===== config.mk =====
export PLATFORM = sky130hd
export DESIGN_NAME = flash_crc_scanner
export DESIGN_NICKNAME = d
export VERILOG_FILES = /design/src/common/flash_crc_scanner_pkg.sv /design/src/logic/crc_byte_engine.sv /design/src/logic/flash_crc_scanner.sv
export VERILOG_INCLUDE_DIRS = /design/src /design/src/common
export SDC_FILE = /design/constraint.sdc
export NUM_CORES = 1
export LEC_CHECK = 0
export BUFFER_PORTS_ARGS = -buffer_cell sky130_fd_sc_hd__buf_2
export CAP_MARGIN = 20
export CORE_MARGIN = 3
export CORE_UTILIZATION = 54
export DETAILED_ROUTE_END_ITERATION = 10
export GPL_ROUTABILITY_DRIVEN = 0
export PLACE_DENSITY = 0.84
export SLEW_MARGIN = 0
export SYNTH_ARGS = -nofsm -noshare
export SYNTH_HDL_FRONTEND = slang
export SYNTH_SLANG_ARGS = --single-unit

===== constraint.sdc =====
create_clock -name CORE_CLK_I -period 4.25 [get_ports CORE_CLK_I]
set_input_delay 1.275 -clock CORE_CLK_I [delete_from_list [all_inputs] [get_ports CORE_CLK_I]]
set_output_delay 1.275 -clock CORE_CLK_I [all_outputs]
set_load 0.03 [all_outputs]

===== src/common/flash_crc_scanner_defs.svh =====
// Purpose : Named constants for the flash checksum scanner
// Assumes : Included by bare name from design files
// Notes   : Definitions only
`ifndef FLASH_CRC_SCANNER_DEFS_SVH
`define FLASH_CRC_SCANNER_DEFS_SVH

// ****************************************
// Section select encodings
// ****************************************
`define SEL_WHOLE_FLASH   2'h0
`define SEL_BOOT_APP      2'h1
`define SEL_BOOT_ONLY     2'h2
`define SEL_RESERVED      2'h3
`define SEL_RESET         2'h0

// ****************************************
// Start-up fuse field encodings
// ****************************************
`define BOOTSCAN_NONE     2'h0
`define BOOTSCAN_BOOT     2'h1
`define BOOTSCAN_BOOTAPP  2'h2
`define BOOTSCAN_FLASH    2'h3

// ****************************************
// Timing counts in clock cycles
// ****************************************
`define START_DELAY_CYC   2'h3
`define FETCH_CYC         2'h3
`define CNT_ONE           2'h1

// ****************************************
// Generator constants
// ****************************************
`define POLY16            32'h00001021
`define POLY32            32'h04C11DB7
`define CRC_PRESET        32'hFFFFFFFF
`define CRC16_MASK        32'h0000FFFF
`define CKSUM16_LAST_OFS  16'h0001
`define CKSUM32_LAST_OFS  16'h0003
`define ADDR_ZERO         16'h0000
`define ADDR_STEP         16'h0001

// ****************************************
// Reset values of status
// ****************************************
`define PASS_RESET        1'b1

`endif


===== src/common/flash_crc_scanner_pkg.sv =====
// Purpose : Types shared by the flash checksum scanner
// Assumes : Nothing is imported; users write the package name
// Notes   : Constants live in the defs header
package flash_crc_scanner_pkg;

  // ****************************************
  // Scan sequencer states
  // ****************************************
  typedef enum logic [2:0] {
    ST_STARTUP,
    ST_IDLE,
    ST_DELAY,
    ST_FETCH,
    ST_FEED
  } scan_state_type;

  // ****************************************
  // Non-volatile configuration
  // ****************************************
  typedef struct packed {
    logic        crc32_sel;                // 1 selects 32-bit checksum
    logic [1:0]  startup_scan_fuse_field;  // Start-up scan choice
    logic [15:0] boot_section_last_byte;   // Byte address
    logic [15:0] app_code_last_byte;       // Byte address
    logic [15:0] flash_last_byte;          // Byte address
  } fuse_cfg_type;

  // ****************************************
  // Write strobes of first control byte
  // ****************************************
  typedef struct packed {
    logic wr;          // Write strobe
    logic enable;      // Enable bit value
    logic nmi_enable;  // Failure interrupt enable value
    logic soft_reset;  // Scanner reset strobe
  } ctrl_write_type;

  // ****************************************
  // Observable status
  // ****************************************
  typedef struct packed {
    logic       enable;              // Enable bit
    logic       failure_nmi_enable;  // Interrupt enable bit
    logic [1:0] scan_section_select; // Section field
    logic       busy;                // Scan in progress
    logic       pass;                // Comparison outcome
  } scan_status_type;

endpackage


===== src/logic/crc_byte_engine.sv =====
// Purpose : Byte-wide checksum accumulator, 16 or 32 bit
// Assumes : Bytes fed MSB first, one per cycle
// Notes   : Preset loads all ones over the full width
`timescale 1ns/1ps
`include "flash_crc_scanner_defs.svh"

module crc_byte_engine (
  input  wire logic        clk_i,     // Core clock
  input  wire logic        rst_i,     // Async reset, high
  input  wire logic        preset_i,  // Load all ones
  input  wire logic        feed_i,    // Absorb byte_i
  input  wire logic [7:0]  byte_i,    // Data byte
  input  wire logic        mode32_i,  // 1 selects 32-bit
  output logic      [31:0] crc_o      // Accumulator
);

  // ****************************************
  // One byte through the shift register
  // ****************************************
  function automatic logic [31:0] crc_step(input logic [31:0] c_in,
                                           input logic [7:0]  b,
                                           input logic        m32);
    logic [31:0] c;
    logic        fb;
    c = c_in;
    for (int i = 7; i >= 0; i--) begin
      // Feedback from top bit of active width
      fb = (m32 ? c[31] : c[15]) ^ b[i];
      c = {c[30:0], 1'b0};
      if (fb) begin
        c = c ^ (m32 ? `POLY32 : `POLY16);
      end
    end
    if (!m32) begin
      c = c & `CRC16_MASK;
    end
    return c;
  endfunction

  logic [31:0] crc_q;  // Accumulator register
  logic [31:0] crc_d;  // Next accumulator

  // Full-width preset, as width flag may lag at start-up
  assign crc_d = preset_i ? `CRC_PRESET :
                 feed_i   ? crc_step(crc_q, byte_i, mode32_i) :
                            crc_q;

  // Accumulator flop
  always_ff @(posedge clk_i or posedge rst_i) begin
    if (rst_i) begin
      crc_q <= `CRC_PRESET;
    end else begin
      crc_q <= crc_d;
    end
  end

  assign crc_o = crc_q;

endmodule // crc_byte_engine


===== src/logic/flash_crc_scanner.sv =====
// Purpose : Background flash checksum scanner with start-up gate
// Assumes : Fuse inputs are static and in the core clock domain
// Notes   : Summary of operation follows
// Summary of operation
// - Scan starts three cycles after enable write
// - Checksum width comes from fuse setting
// - Start-up scan gates CPU on failure
// - Pass: enable one, section shown, pass one
// - Fail: CPU hangs after start-up scan, enable one, pass zero
// - Scan owns flash and stalls CPU
// - Each 16-bit flash fetch takes three cycles
// - 16-bit polynomial x16+x12+x5+1
// - 32-bit mode uses Ethernet polynomial
// - Bytes from zero, MSB first, per byte
// - Accumulator preset to all ones
// - Region: whole, boot, or boot plus app
// - Pass only when stored checksum matches
// - Mismatch clears the pass flag
// - Interrupt enable set by one, reset clears
// - Failure with enable raises sticky NMI
// - NMI ignores global interrupt enable
// - Busy and pass status bits reported
// - Section codes 0 whole, 1 bootapp, 2 boot
// - Writing zero to enable does nothing
// - Section writes ignored when busy or NMI
// - Pass reads one before any scan
`timescale 1ns/1ps
`include "flash_crc_scanner_defs.svh"

module flash_crc_scanner (
  input  wire logic                                 CORE_CLK_I,   // 125 MHz core clock
  input  wire logic                                 RESET_I,      // Async system reset, high
  input  wire flash_crc_scanner_pkg::fuse_cfg_type  FUSE_CFG_I,   // Non-volatile settings
  input  wire flash_crc_scanner_pkg::ctrl_write_type CTRL_WR_I,   // First control byte write
  input  wire logic                                 SEL_WR_I,     // Section write strobe
  input  wire logic [1:0]                           SEL_VALUE_I,  // Section write value
  input  wire logic [15:0]                          FLASH_RDATA_I,// Flash read word
  output logic                                      FLASH_REQ_O,  // Scanner owns flash port
  output logic      [14:0]                          FLASH_ADDR_O, // Flash word address
  output logic                                      CPU_STALL_O,  // Stall CPU fetches
  output logic                                      CPU_RUN_O,    // CPU may execute code
  output logic                                      NMI_O,        // Sticky failure interrupt
  output flash_crc_scanner_pkg::scan_status_type    STATUS_O      // Status and control readback
);

  // ****************************************
  // State and registers
  // ****************************************
  flash_crc_scanner_pkg::scan_state_type state_q;  // Sequencer state
  flash_crc_scanner_pkg::scan_state_type state_d;  // Next state
  logic        enable_q;     // Enable bit
  logic        enable_d;     // Next enable
  logic        failure_nmi_enable_q;      // Failure interrupt enable
  logic        failure_nmi_enable_d;      // Next interrupt enable
  logic [1:0]  sel_q;        // Section select
  logic [1:0]  sel_d;        // Next section select
  logic        busy_q;       // Busy flag
  logic        busy_d;       // Next busy
  logic        pass_q;       // Pass flag
  logic        pass_d;       // Next pass
  logic        nmi_q;        // Interrupt request
  logic        nmi_d;        // Next interrupt request
  logic        run_q;        // CPU release
  logic        run_d;        // Next CPU release
  logic [1:0]  cnt_q;        // Delay and fetch counter
  logic [1:0]  cnt_d;        // Next counter
  logic [15:0] addr_q;       // Current byte address
  logic [15:0] addr_d;       // Next byte address
  logic [15:0] word_q;       // Fetched flash word
  logic [15:0] word_d;       // Next fetched word
  logic [31:0] stored_q;     // Collected stored checksum
  logic [31:0] stored_d;     // Next stored checksum
  logic        mode32_q;     // Width latched at scan start
  logic        mode32_d;     // Next width

  // ****************************************
  // Decoded control conditions
  // ****************************************
  logic        nmi_lock;     // Writes blocked after NMI
  logic        soft_rst;     // Accepted scanner reset
  logic        start_wr;     // Accepted enable write
  logic        sel_ok;       // Accepted section write
  logic        boot_scan;    // Start-up scan requested
  logic [1:0]  boot_sel;     // Section for start-up scan
  logic [15:0] sec_end;      // Last byte of section
  logic [15:0] ck_ofs;       // Checksum length minus one
  logic [15:0] data_lim;     // First checksum byte address
  logic        is_data;      // Byte goes to generator
  logic        last_byte;    // Final byte of section
  logic [7:0]  cur_byte;     // Byte picked from word
  logic        fetch_done;   // Fetch completes this cycle
  logic        feeding;      // A byte is processed
  logic        crc_preset;   // Preset generator
  logic [31:0] crc_val;      // Generator value
  logic [31:0] stored_nx;    // Stored sum incl. this byte
  logic        match;        // Computed equals stored
  logic        finish;       // Scan ends this cycle

  // Writes refused once an interrupt fired
  assign nmi_lock  = nmi_q;
  // Reset strobe limited while busy when NMI enabled
  assign soft_rst  = CTRL_WR_I.wr & CTRL_WR_I.soft_reset & ~nmi_lock & ~(failure_nmi_enable_q & busy_q);
  // Only a one on enable starts a check
  assign start_wr  = CTRL_WR_I.wr & CTRL_WR_I.enable & ~busy_q & ~nmi_lock & ~soft_rst;
  // Section accepted only when idle, unlocked, legal code
  assign sel_ok    = SEL_WR_I & ~busy_q & ~nmi_lock & (SEL_VALUE_I != `SEL_RESERVED);

  // Start-up fuse decoding
  assign boot_scan = FUSE_CFG_I.startup_scan_fuse_field != `BOOTSCAN_NONE;
  assign boot_sel  = (FUSE_CFG_I.startup_scan_fuse_field == `BOOTSCAN_BOOT)    ? `SEL_BOOT_ONLY :
                     (FUSE_CFG_I.startup_scan_fuse_field == `BOOTSCAN_BOOTAPP) ? `SEL_BOOT_APP  :
                                                                                 `SEL_WHOLE_FLASH;

  // Section end from selected region
  assign sec_end   = (sel_q == `SEL_BOOT_ONLY) ? FUSE_CFG_I.boot_section_last_byte :
                     (sel_q == `SEL_BOOT_APP)  ? FUSE_CFG_I.app_code_last_byte     :
                                                 FUSE_CFG_I.flash_last_byte;

  // Checksum occupies final two or four bytes
  assign ck_ofs    = mode32_q ? `CKSUM32_LAST_OFS : `CKSUM16_LAST_OFS;
  assign data_lim  = sec_end - ck_ofs;
  assign is_data   = addr_q < data_lim;
  assign last_byte = addr_q == sec_end;

  // Even address is low byte of the word
  assign cur_byte  = addr_q[0] ? word_q[15:8] : word_q[7:0];
  assign fetch_done = (state_q == flash_crc_scanner_pkg::ST_FETCH) && (cnt_q == `FETCH_CYC - `CNT_ONE);
  assign feeding   = state_q == flash_crc_scanner_pkg::ST_FEED;

  // Stored checksum assembly by width
  assign stored_nx = mode32_q ? {cur_byte, stored_q[31:8]} :
                                {16'h0000, stored_q[7:0], cur_byte};
  assign match     = mode32_q ? (stored_nx == crc_val) :
                                (stored_nx[15:0] == crc_val[15:0]);
  assign finish    = feeding & last_byte;

  // Generator preset throughout the delay and in the start-up state
  assign crc_preset = (state_q == flash_crc_scanner_pkg::ST_DELAY) ||
                      (state_q == flash_crc_scanner_pkg::ST_STARTUP);

  // ****************************************
  // Checksum generator
  // ****************************************
  crc_byte_engine u_crc (
    .clk_i    (CORE_CLK_I),
    .rst_i    (RESET_I),
    .preset_i (crc_preset),
    .feed_i   (feeding & is_data),
    .byte_i   (cur_byte),
    .mode32_i (mode32_q),
    .crc_o    (crc_val)
  );

  // ****************************************
  // Sequencer next state
  // ****************************************
  always_comb begin
    state_d  = state_q;
    enable_d = enable_q;
    failure_nmi_enable_d  = failure_nmi_enable_q;
    sel_d    = sel_q;
    busy_d   = busy_q;
    pass_d   = pass_q;
    nmi_d    = nmi_q;
    run_d    = run_q;
    cnt_d    = cnt_q;
    addr_d   = addr_q;
    word_d   = word_q;
    stored_d = stored_q;
    mode32_d = mode32_q;
    // Interrupt enable is set-only, idle only
    if (CTRL_WR_I.wr && CTRL_WR_I.nmi_enable && !busy_q && !nmi_lock) begin
      failure_nmi_enable_d = 1'b1;
    end
    // Section write when allowed
    if (sel_ok) begin
      sel_d = SEL_VALUE_I;
    end
    unique case (state_q)
      flash_crc_scanner_pkg::ST_STARTUP: begin
        // Width fixed by fuse, never a runtime bit
        mode32_d = FUSE_CFG_I.crc32_sel;
        addr_d   = `ADDR_ZERO;
        if (boot_scan) begin
          // Scan before the CPU is released
          enable_d = 1'b1;
          sel_d    = boot_sel;
          busy_d   = 1'b1;
          cnt_d    = 2'h0;
          state_d  = flash_crc_scanner_pkg::ST_FETCH;
        end else begin
          run_d   = 1'b1;
          state_d = flash_crc_scanner_pkg::ST_IDLE;
        end
      end
      flash_crc_scanner_pkg::ST_IDLE: begin
        if (start_wr) begin
          enable_d = 1'b1;
          busy_d   = 1'b1;
          cnt_d    = `CNT_ONE;
          mode32_d = FUSE_CFG_I.crc32_sel;
          state_d  = flash_crc_scanner_pkg::ST_DELAY;
        end
      end
      flash_crc_scanner_pkg::ST_DELAY: begin
        // CPU still runs while waiting
        addr_d = `ADDR_ZERO;
        if (cnt_q == `START_DELAY_CYC - `CNT_ONE) begin
          cnt_d   = 2'h0;
          state_d = flash_crc_scanner_pkg::ST_FETCH;
        end else begin
          cnt_d = cnt_q + `CNT_ONE;
        end
      end
      flash_crc_scanner_pkg::ST_FETCH: begin
        // Word read occupies three cycles
        if (fetch_done) begin
          word_d  = FLASH_RDATA_I;
          cnt_d   = 2'h0;
          state_d = flash_crc_scanner_pkg::ST_FEED;
        end else begin
          cnt_d = cnt_q + `CNT_ONE;
        end
      end
      flash_crc_scanner_pkg::ST_FEED: begin
        if (!is_data) begin
          stored_d = stored_nx;
        end
        if (finish) begin
          // Busy and pass change together
          busy_d  = 1'b0;
          pass_d  = match;
          if (match) begin
            run_d = 1'b1;
          end
          if (!match && failure_nmi_enable_q) begin
            nmi_d = 1'b1;
          end
          state_d = flash_crc_scanner_pkg::ST_IDLE;
        end else begin
          addr_d = addr_q + `ADDR_STEP;
          // Odd byte done means next word needed
          if (addr_q[0]) begin
            state_d = flash_crc_scanner_pkg::ST_FETCH;
          end
        end
      end
    endcase
    // Scanner reset clears enable, section and busy, and returns pass to one
    if (soft_rst && state_q != flash_crc_scanner_pkg::ST_STARTUP) begin
      enable_d = 1'b0;
      sel_d    = `SEL_RESET;
      busy_d   = 1'b0;
      pass_d   = `PASS_RESET;
      state_d  = flash_crc_scanner_pkg::ST_IDLE;
    end
  end

  // ****************************************
  // Control registers
  // ****************************************
  always_ff @(posedge CORE_CLK_I or posedge RESET_I) begin
    if (RESET_I) begin
      state_q  <= flash_crc_scanner_pkg::ST_STARTUP;
      enable_q <= 1'b0;
      failure_nmi_enable_q  <= 1'b0;
      sel_q    <= `SEL_RESET;
      busy_q   <= 1'b0;
      pass_q   <= `PASS_RESET;
      nmi_q    <= 1'b0;
      run_q    <= 1'b0;
    end else begin
      state_q  <= state_d;
      enable_q <= enable_d;
      failure_nmi_enable_q  <= failure_nmi_enable_d;
      sel_q    <= sel_d;
      busy_q   <= busy_d;
      pass_q   <= pass_d;
      nmi_q    <= nmi_d;
      run_q    <= run_d;
    end
  end

  // ****************************************
  // Datapath registers
  // ****************************************
  always_ff @(posedge CORE_CLK_I or posedge RESET_I) begin
    if (RESET_I) begin
      cnt_q    <= 2'h0;
      addr_q   <= `ADDR_ZERO;
      word_q   <= 16'h0000;
      stored_q <= 32'h00000000;
      mode32_q <= 1'b0;
    end else begin
      cnt_q    <= cnt_d;
      addr_q   <= addr_d;
      word_q   <= word_d;
      stored_q <= stored_d;
      mode32_q <= mode32_d;
    end
  end

  // ****************************************
  // Outputs
  // ****************************************
  // Flash priority held during fetch and feed
  assign FLASH_REQ_O  = (state_q == flash_crc_scanner_pkg::ST_FETCH) ||
                        (state_q == flash_crc_scanner_pkg::ST_FEED);
  assign FLASH_ADDR_O = addr_q[15:1];
  assign CPU_STALL_O  = FLASH_REQ_O | ~run_q;
  assign CPU_RUN_O    = run_q;
  assign NMI_O        = nmi_q;
  assign STATUS_O     = '{enable: enable_q, failure_nmi_enable: failure_nmi_enable_q,
                          scan_section_select: sel_q, busy: busy_q, pass: pass_q};

endmodule // flash_crc_scanner


== Word-level counts from Yosys, hierarchy flattened ==
Cells that the tools add are included.
Storage, ports and cells
  bits of input ports: 76
  bits in writable memories: 0
  output and inout port bits: 25
  latch bits: 0
  memory bits (read-only): 0
  memories: 0
  flip-flop bits (word level): 110
Cells by class
  mux-type cells: 63
  bitwise gates (word level): 36
  shifts and indexed selects: 0
  eq/ne operators: 25
  $lt $le $gt $ge: 1
  reduce and logical (&&, ||, !) cells: 35
  add/sub/neg operators: 3
  multipliers: 0
  div/mod/pow operators: 0
Operators by type and width (count)
  $mux W32: 12
  $xor A32 B32 Y32: 7
  $mux W16: 3
  $eq A16 B16 Y1: 2
  $eq A32 B32 Y1: 1
  $pmux W16 S2: 1
  $xor A32 B27 Y32: 1
  $mux W27: 1
  $mux W1: 22
  $mux W2: 11
  $mux W3: 6
  $add A16 B1 Y16 const B: 1
  $lt A16 B16 Y1: 1
  $sub A16 B2 Y16: 1
  $pmux W3 S5: 1
  $reduce_bool A2 Y1: 7
  $and A1 B1 Y1: 13
  $reduce_and A4 Y1: 3
  $ne A2 B2 Y1 const B: 5
  $reduce_and A2 Y1: 5
  $reduce_and A3 Y1: 3
  $mux W8: 1
  $pmux W2 S4: 1
  $reduce_bool A4 Y1: 2
  other kinds (22): 52

== Longest topological paths before layout ==
  depth in word-level cells: 27
  mapped depth: 22
  gate-level depth less buffers: 17

== Hierarchy ==
From an unflattened synthesis, not the netlist that was laid out.
Unflattened totals
  cells, all modules: 913
  area, all modules: 8688.3 µm²
Modules (own cells, without submodules)
  flash_crc_scanner: instances 1, cells an instance 664, area an instance 6104.6 µm²
  crc_byte_engine: instances 1, cells an instance 249, area an instance 2583.7 µm²

== Least setup slack after synthesis ==
Ideal clock, no wire load.
  path kind: input to register
  from: in FUSE_CFG_I[0] in the netlist's numbering
  to: reg u_crc.crc_q[12] (netlist: u_crc.crc_o[12])
  data required time: 4.175 ns
  arrival time: 4.779 ns
  setup slack: -0.604 ns
  stages: 18
  setup time: 0.075 ns
  cell sequence: nor2b_1 > a211oi_1 > a21oi_1 > fa_1 > or2_2 > nor4_1 > a21boi_0 > nor2_1 > ha_1 > a21o_1 > a21o_1 > a21oi_1 > nor2b_1 > a221oi_1 > or3_1 > clkbuf_1 > buf_1 > mux2i_1
Between the ends
  longest elaborated chain between the ends: 6
Ends and longest elaborated chain
  from (decl): RTL line flash_crc_scanner.sv:33  | input wire flash_crc_scanner_pkg::fuse_cfg_type FUSE_CFG_I,
  $mux W16: RTL line flash_crc_scanner.sv:116  | (sel_q == `SEL_BOOT_APP) ? FUSE_CFG_I.app_code_last_byte :
  $mux W16: RTL line flash_crc_scanner.sv:115  | assign sec_end = (sel_q == `SEL_BOOT_ONLY) ? FUSE_CFG_I.boot_section_last_byte :
  $sub A16 B2 Y16: RTL line flash_crc_scanner.sv:121  | assign data_lim = sec_end - ck_ofs;
  $lt A16 B16 Y1: RTL line flash_crc_scanner.sv:122  | assign is_data = addr_q < data_lim;
  $and A1 B1 Y1: RTL line flash_crc_scanner.sv:148  | .feed_i (feeding & is_data),
  $reduce_bool A2 Y1 (no source line)
  to (signal assigned): RTL line crc_byte_engine.sv:51  | crc_q <= `CRC_PRESET;
  to (signal assigned): RTL line crc_byte_engine.sv:53  | crc_q <= crc_d;
  to (decl): RTL line crc_byte_engine.sv:40  | logic [31:0] crc_q;
No other way between the ends.
A chain may end at the register's enable or synchronous reset.

== Final worst setup path ==
  from: in FUSE_CFG_I[1] in the netlist's numbering
  to: reg u_crc.crc_q[5] (netlist: u_crc.crc_o[5])
Same word-level chain as after synthesis.

==> results.md <==
* Status: complete, but fails checks
* Failing checks: setup timing
* Die area at 16600 µm²
* Largest net degree at the start of global routing at 62
* First-pass GRT wire length at 32700 µm
* Xor/xnor cell area share of the yosys netlist at 18.3%
* DP Worst Slack at -0.547 ns
* Synth Area in Adders at 3.01%
* Worst-Skew Late Latency at 0.36 ns
* Nature of the critical path startpoint: input port
* Compound-Gate Fraction of Synth Area at 11.5%
* Pwr Density at 822 nW/µm²
* Final slew viol count at 0
* Most used DFF post-synth: dfrtp_1
* Synth warn at 0
* Hold-critical path depth at 2
* CP arrival at 4.64 ns
* Io pins at 101
* Reg2reg start: sel_q[0]
* Clk slew on worst S/H paths at 0.08 ns
* Clock root cell: clkbuf_16
* Vias per cell at 5.96
* Post-Syn Area per Cell at 9.66 µm²
* # hold bufs at CTS at 0
* Unrepaired setup endpoints after global routing: yes
* Final WS setup at -0.101 ns
* Routed via count at 6786
* Final HPWL DP at 14700 µm
* Cts bufs inserted at 9
* Relative slew slack at 33.4%
* Clock network fraction of total power at 10.7%
* Gate count of the mapped netlist at 844
* Max-cap viol count at 0
* Sink Count at 110
* Crit-path max cell delay at 0.42 ns
* Top delay family on crit path: simple AND/OR/NAND/NOR gates
* Starting Density at 55.7%
* Synthesis-to-layout area growth at 18.7%
* Net Sw Frac at 47.0%
* Die width at 129 µm
* CP endpoint kind: register
* Synthesized cell area at 8150 µm²
* Most frequent cells in the layout: nand2_1, buf_2, xnor2_1
* Die height at 129 µm
* Slowest stage cell, crit path: or3_4
* Layout cells sized above 1 at 29.6%
* Pre-Repair DR Iteration Count at 6
* Final hold violations at 0
* Number of setup violations in the final report at 38
* Distinct cells, synth at 65
* DRC at 0
* Critical path class: input port to register
* Mux cell area share after synthesis at 13.9%
* Minimum clock period at 4.35 ns
* Critical path cell sequence: buf_6, mux2i_1, mux2i_1, buf_4, fa_2, or2_4, nor4_4, xnor2_1, ha_1, or3_1, o221ai_2, a221oi_4, or3_4, buf_4, a211o_1, o311a_1
* Leak at 4.18 nW
* Endpoint required time on the critical path at 4.54 ns
* Critical Path End: u_crc.crc_o[5]
* Critical path buffers and inverters at 3
* GR Util All Layers at 24.3%
* Core Rows at 44
* Critical Path Fanout Max at 5
* Final WL at 21000 µm
* Port-buffer cells at 100
* Seq/Total Area, Yosys at 34.3%
* Skew final at 0.0103 ns
* Number of global-route vias before repair at 6535
* Simple-Gate Fraction of Synth Area at 14.6%
* Largest family of logic cells by synthesized area: XOR/XNOR gates
* Crit path from: FUSE_CFG_I[1]
* VDD IR max at 0.778 mV
* Async set-reset flop share out of synthesis at 100%
* Worst Hold Class: register to register
* Global route overflow at 0
* Seq pwr share at 18.7%
* Post-synthesis register bit count at 110
* Final instance area at 9680 µm²
* Combinational share of power at 70.6%
* Routed WL per cell at 18.4 µm
* Reg2Reg Setup Slack at 0.33 ns
* H-tree levels at 3
* Hold Worst Slack at 0.486 ns
* Initial antenna violation count at 0
* DP Area at 9070 µm²
* CORE AREA at 14600 µm²
* Final period utilization at 102%
* Clock buffer depth at 2
* Worst R2R End: u_crc.crc_o[5]
* Post-synth EDFFs at 0
* Antenna diodes at 0
* Fin nets at 1044
* Worst path depth at 16
* Fill cells at 1076
* Least-Margin Pin Slew at 0.987 ns
* Core Util, Final at 66.1%
* FF-to-FF path depth at 15
* Post-DRT Antenna Nets at 0
* DRT iter0 DRCs at 514
* CTS tree: yes
* Fmax at 0.230 GHz
* Sw Pwr at 3.74 mW
* Syn_nets at 939
* Internal at 4.22 mW
[worst min-delay path by stage]
stage,end,startpoint
5_1_grt,stored_q[15],stored_q[15]
6_report,stored_q[2],stored_q[2]
4_1_cts,stored_q[2],stored_q[2]
2_1_floorplan,stored_q[0],stored_q[0]
3_5_place_dp,stored_q[2],stored_q[2]
3_3_place_gp,stored_q[5],stored_q[5]
[synth_stat cells (3+ instances only)]
cell type | instances | area [µm²]
nand2_1 | 99 | 372
xnor2_1 | 83 | 727
mux2i_1 | 78 | 781
dfrtp_1 | 77 | 1930
xor2_1 | 50 | 438
nor2_1 | 48 | 180
o21ai_0 | 44 | 220
dfstp_2 | 33 | 867
a21oi_1 | 28 | 140
clkbuf_1 | 27 | 101
buf_4 | 23 | 173
mux2_2 | 19 | 214
ha_1 | 18 | 225
nor3_1 | 17 | 85.1
a21o_1 | 14 | 105
nor2b_1 | 13 | 81.3
nand3_1 | 12 | 60.1
o31ai_1 | 12 | 90.1
and3_1 | 11 | 68.8
nand4_1 | 10 | 62.6
nor4_1 | 10 | 62.6
o311ai_0 | 9 | 78.8
xnor3_1 | 9 | 203
or3_1 | 8 | 50.1
buf_2 | 7 | 35.0
inv_1 | 7 | 26.3
mux2i_4 | 6 | 135
nand3b_1 | 5 | 37.5
o22ai_1 | 5 | 31.3
a211o_1 | 4 | 35.0
buf_1 | 4 | 15.0
a22oi_1 | 3 | 22.5
a31o_2 | 3 | 26.3
nand2b_1 | 3 | 18.8
o311a_1 | 3 | 30.0
or2_2 | 3 | 18.8
[power by group through the flow]
stage	clock [mW]	combinational (mW)	sequential, mW
2_1_floorplan	0	4.16	1.43
3_5_place_dp	0	5.26	1.50
5_1_grt	0.900	5.99	1.51
6_report	0.851	5.61	1.49
4_1_cts	0.855	5.39	1.48
3_3_place_gp	0	5.13	1.49
[cell type report]
class | count | area, µm² | share of cell area, %
multi-input cells | 665 | 5280 | 54.6
flip-flops and latches | 110 | 2800 | 28.9
repair buffers | 155 | 1030 | 10.7
well taps | 184 | 230 | 2.38
clock buffers | 9 | 225 | 2.33
clock inverters | 7 | 73.8 | 0.763
inverters | 8 | 32.5 | 0.336
[layer usage]
metal  track usage, %  wire length (µm)  vias to the layer above
met2             41.0             10400                      232
met4             8.15               527                        0
met5                0                 0                        -
met1             32.1              8900                     3343
met3             3.74              1120                       40
li1                 -                 -                     3171
[registers in the layout, summed over array words and instances, names as in the netlist]
register	count
sel_q	2
addr_q	16
CPU_RUN_O	1
failure_nmi_enable_q	1
stored_q	32
enable_q	1
u_crc.crc_o	32
cnt_q	2
state_q	3
word_q	16
NMI_O	1
mode32_q	1
busy_q	1
pass_q	1
[logic make-up after synthesis]
logic type	after synthesis
DFF	110
muxes	103
xor gates and xnor gates	147
buffers and inverters	70
adders and majority gates	19
and+or+nand+nor	250
AOI/OAI and AO/OA	145
[stage by stage]
| step | TNS, ns | instances | total power, mW |
|---|---|---|---|
| 4_1_cts | -0.0312 | 1134 | 7.73 |
| 3_3_place_gp | -16.00 | 1115 | 6.62 |
| 5_1_grt | -10.34 | 1138 | 8.41 |
| 3_5_place_dp | -22.96 | 1115 | 6.76 |
| 6_report | -1.31 | 1138 | 7.95 |
| 2_1_floorplan | -2.93 | 844 | 5.59 |
[worst register-to-register path, stage by stage (launching register included)]
cell      delay, ns
dfrtp_2        0.49
mux2i_1        0.21
mux2i_1        0.13
buf_4          0.17
fa_2           0.38
or2_4          0.29
nor4_4         0.19
xnor2_1        0.13
ha_1           0.22
or3_1          0.40
o221ai_2       0.20
a221oi_4       0.12
or3_4          0.42
buf_4          0.17
a211o_1        0.23
o311a_1        0.11
[what timing repair did]
item | 4_1_cts | 5_1_grt
cloned | 0 | 3
gates resized for setup | 13 | 37
setup endpoints to repair | 19 | 64
setup buffers | 3 | 1
pin swaps | 6 | 2
(Power assumes the default switching activity.)
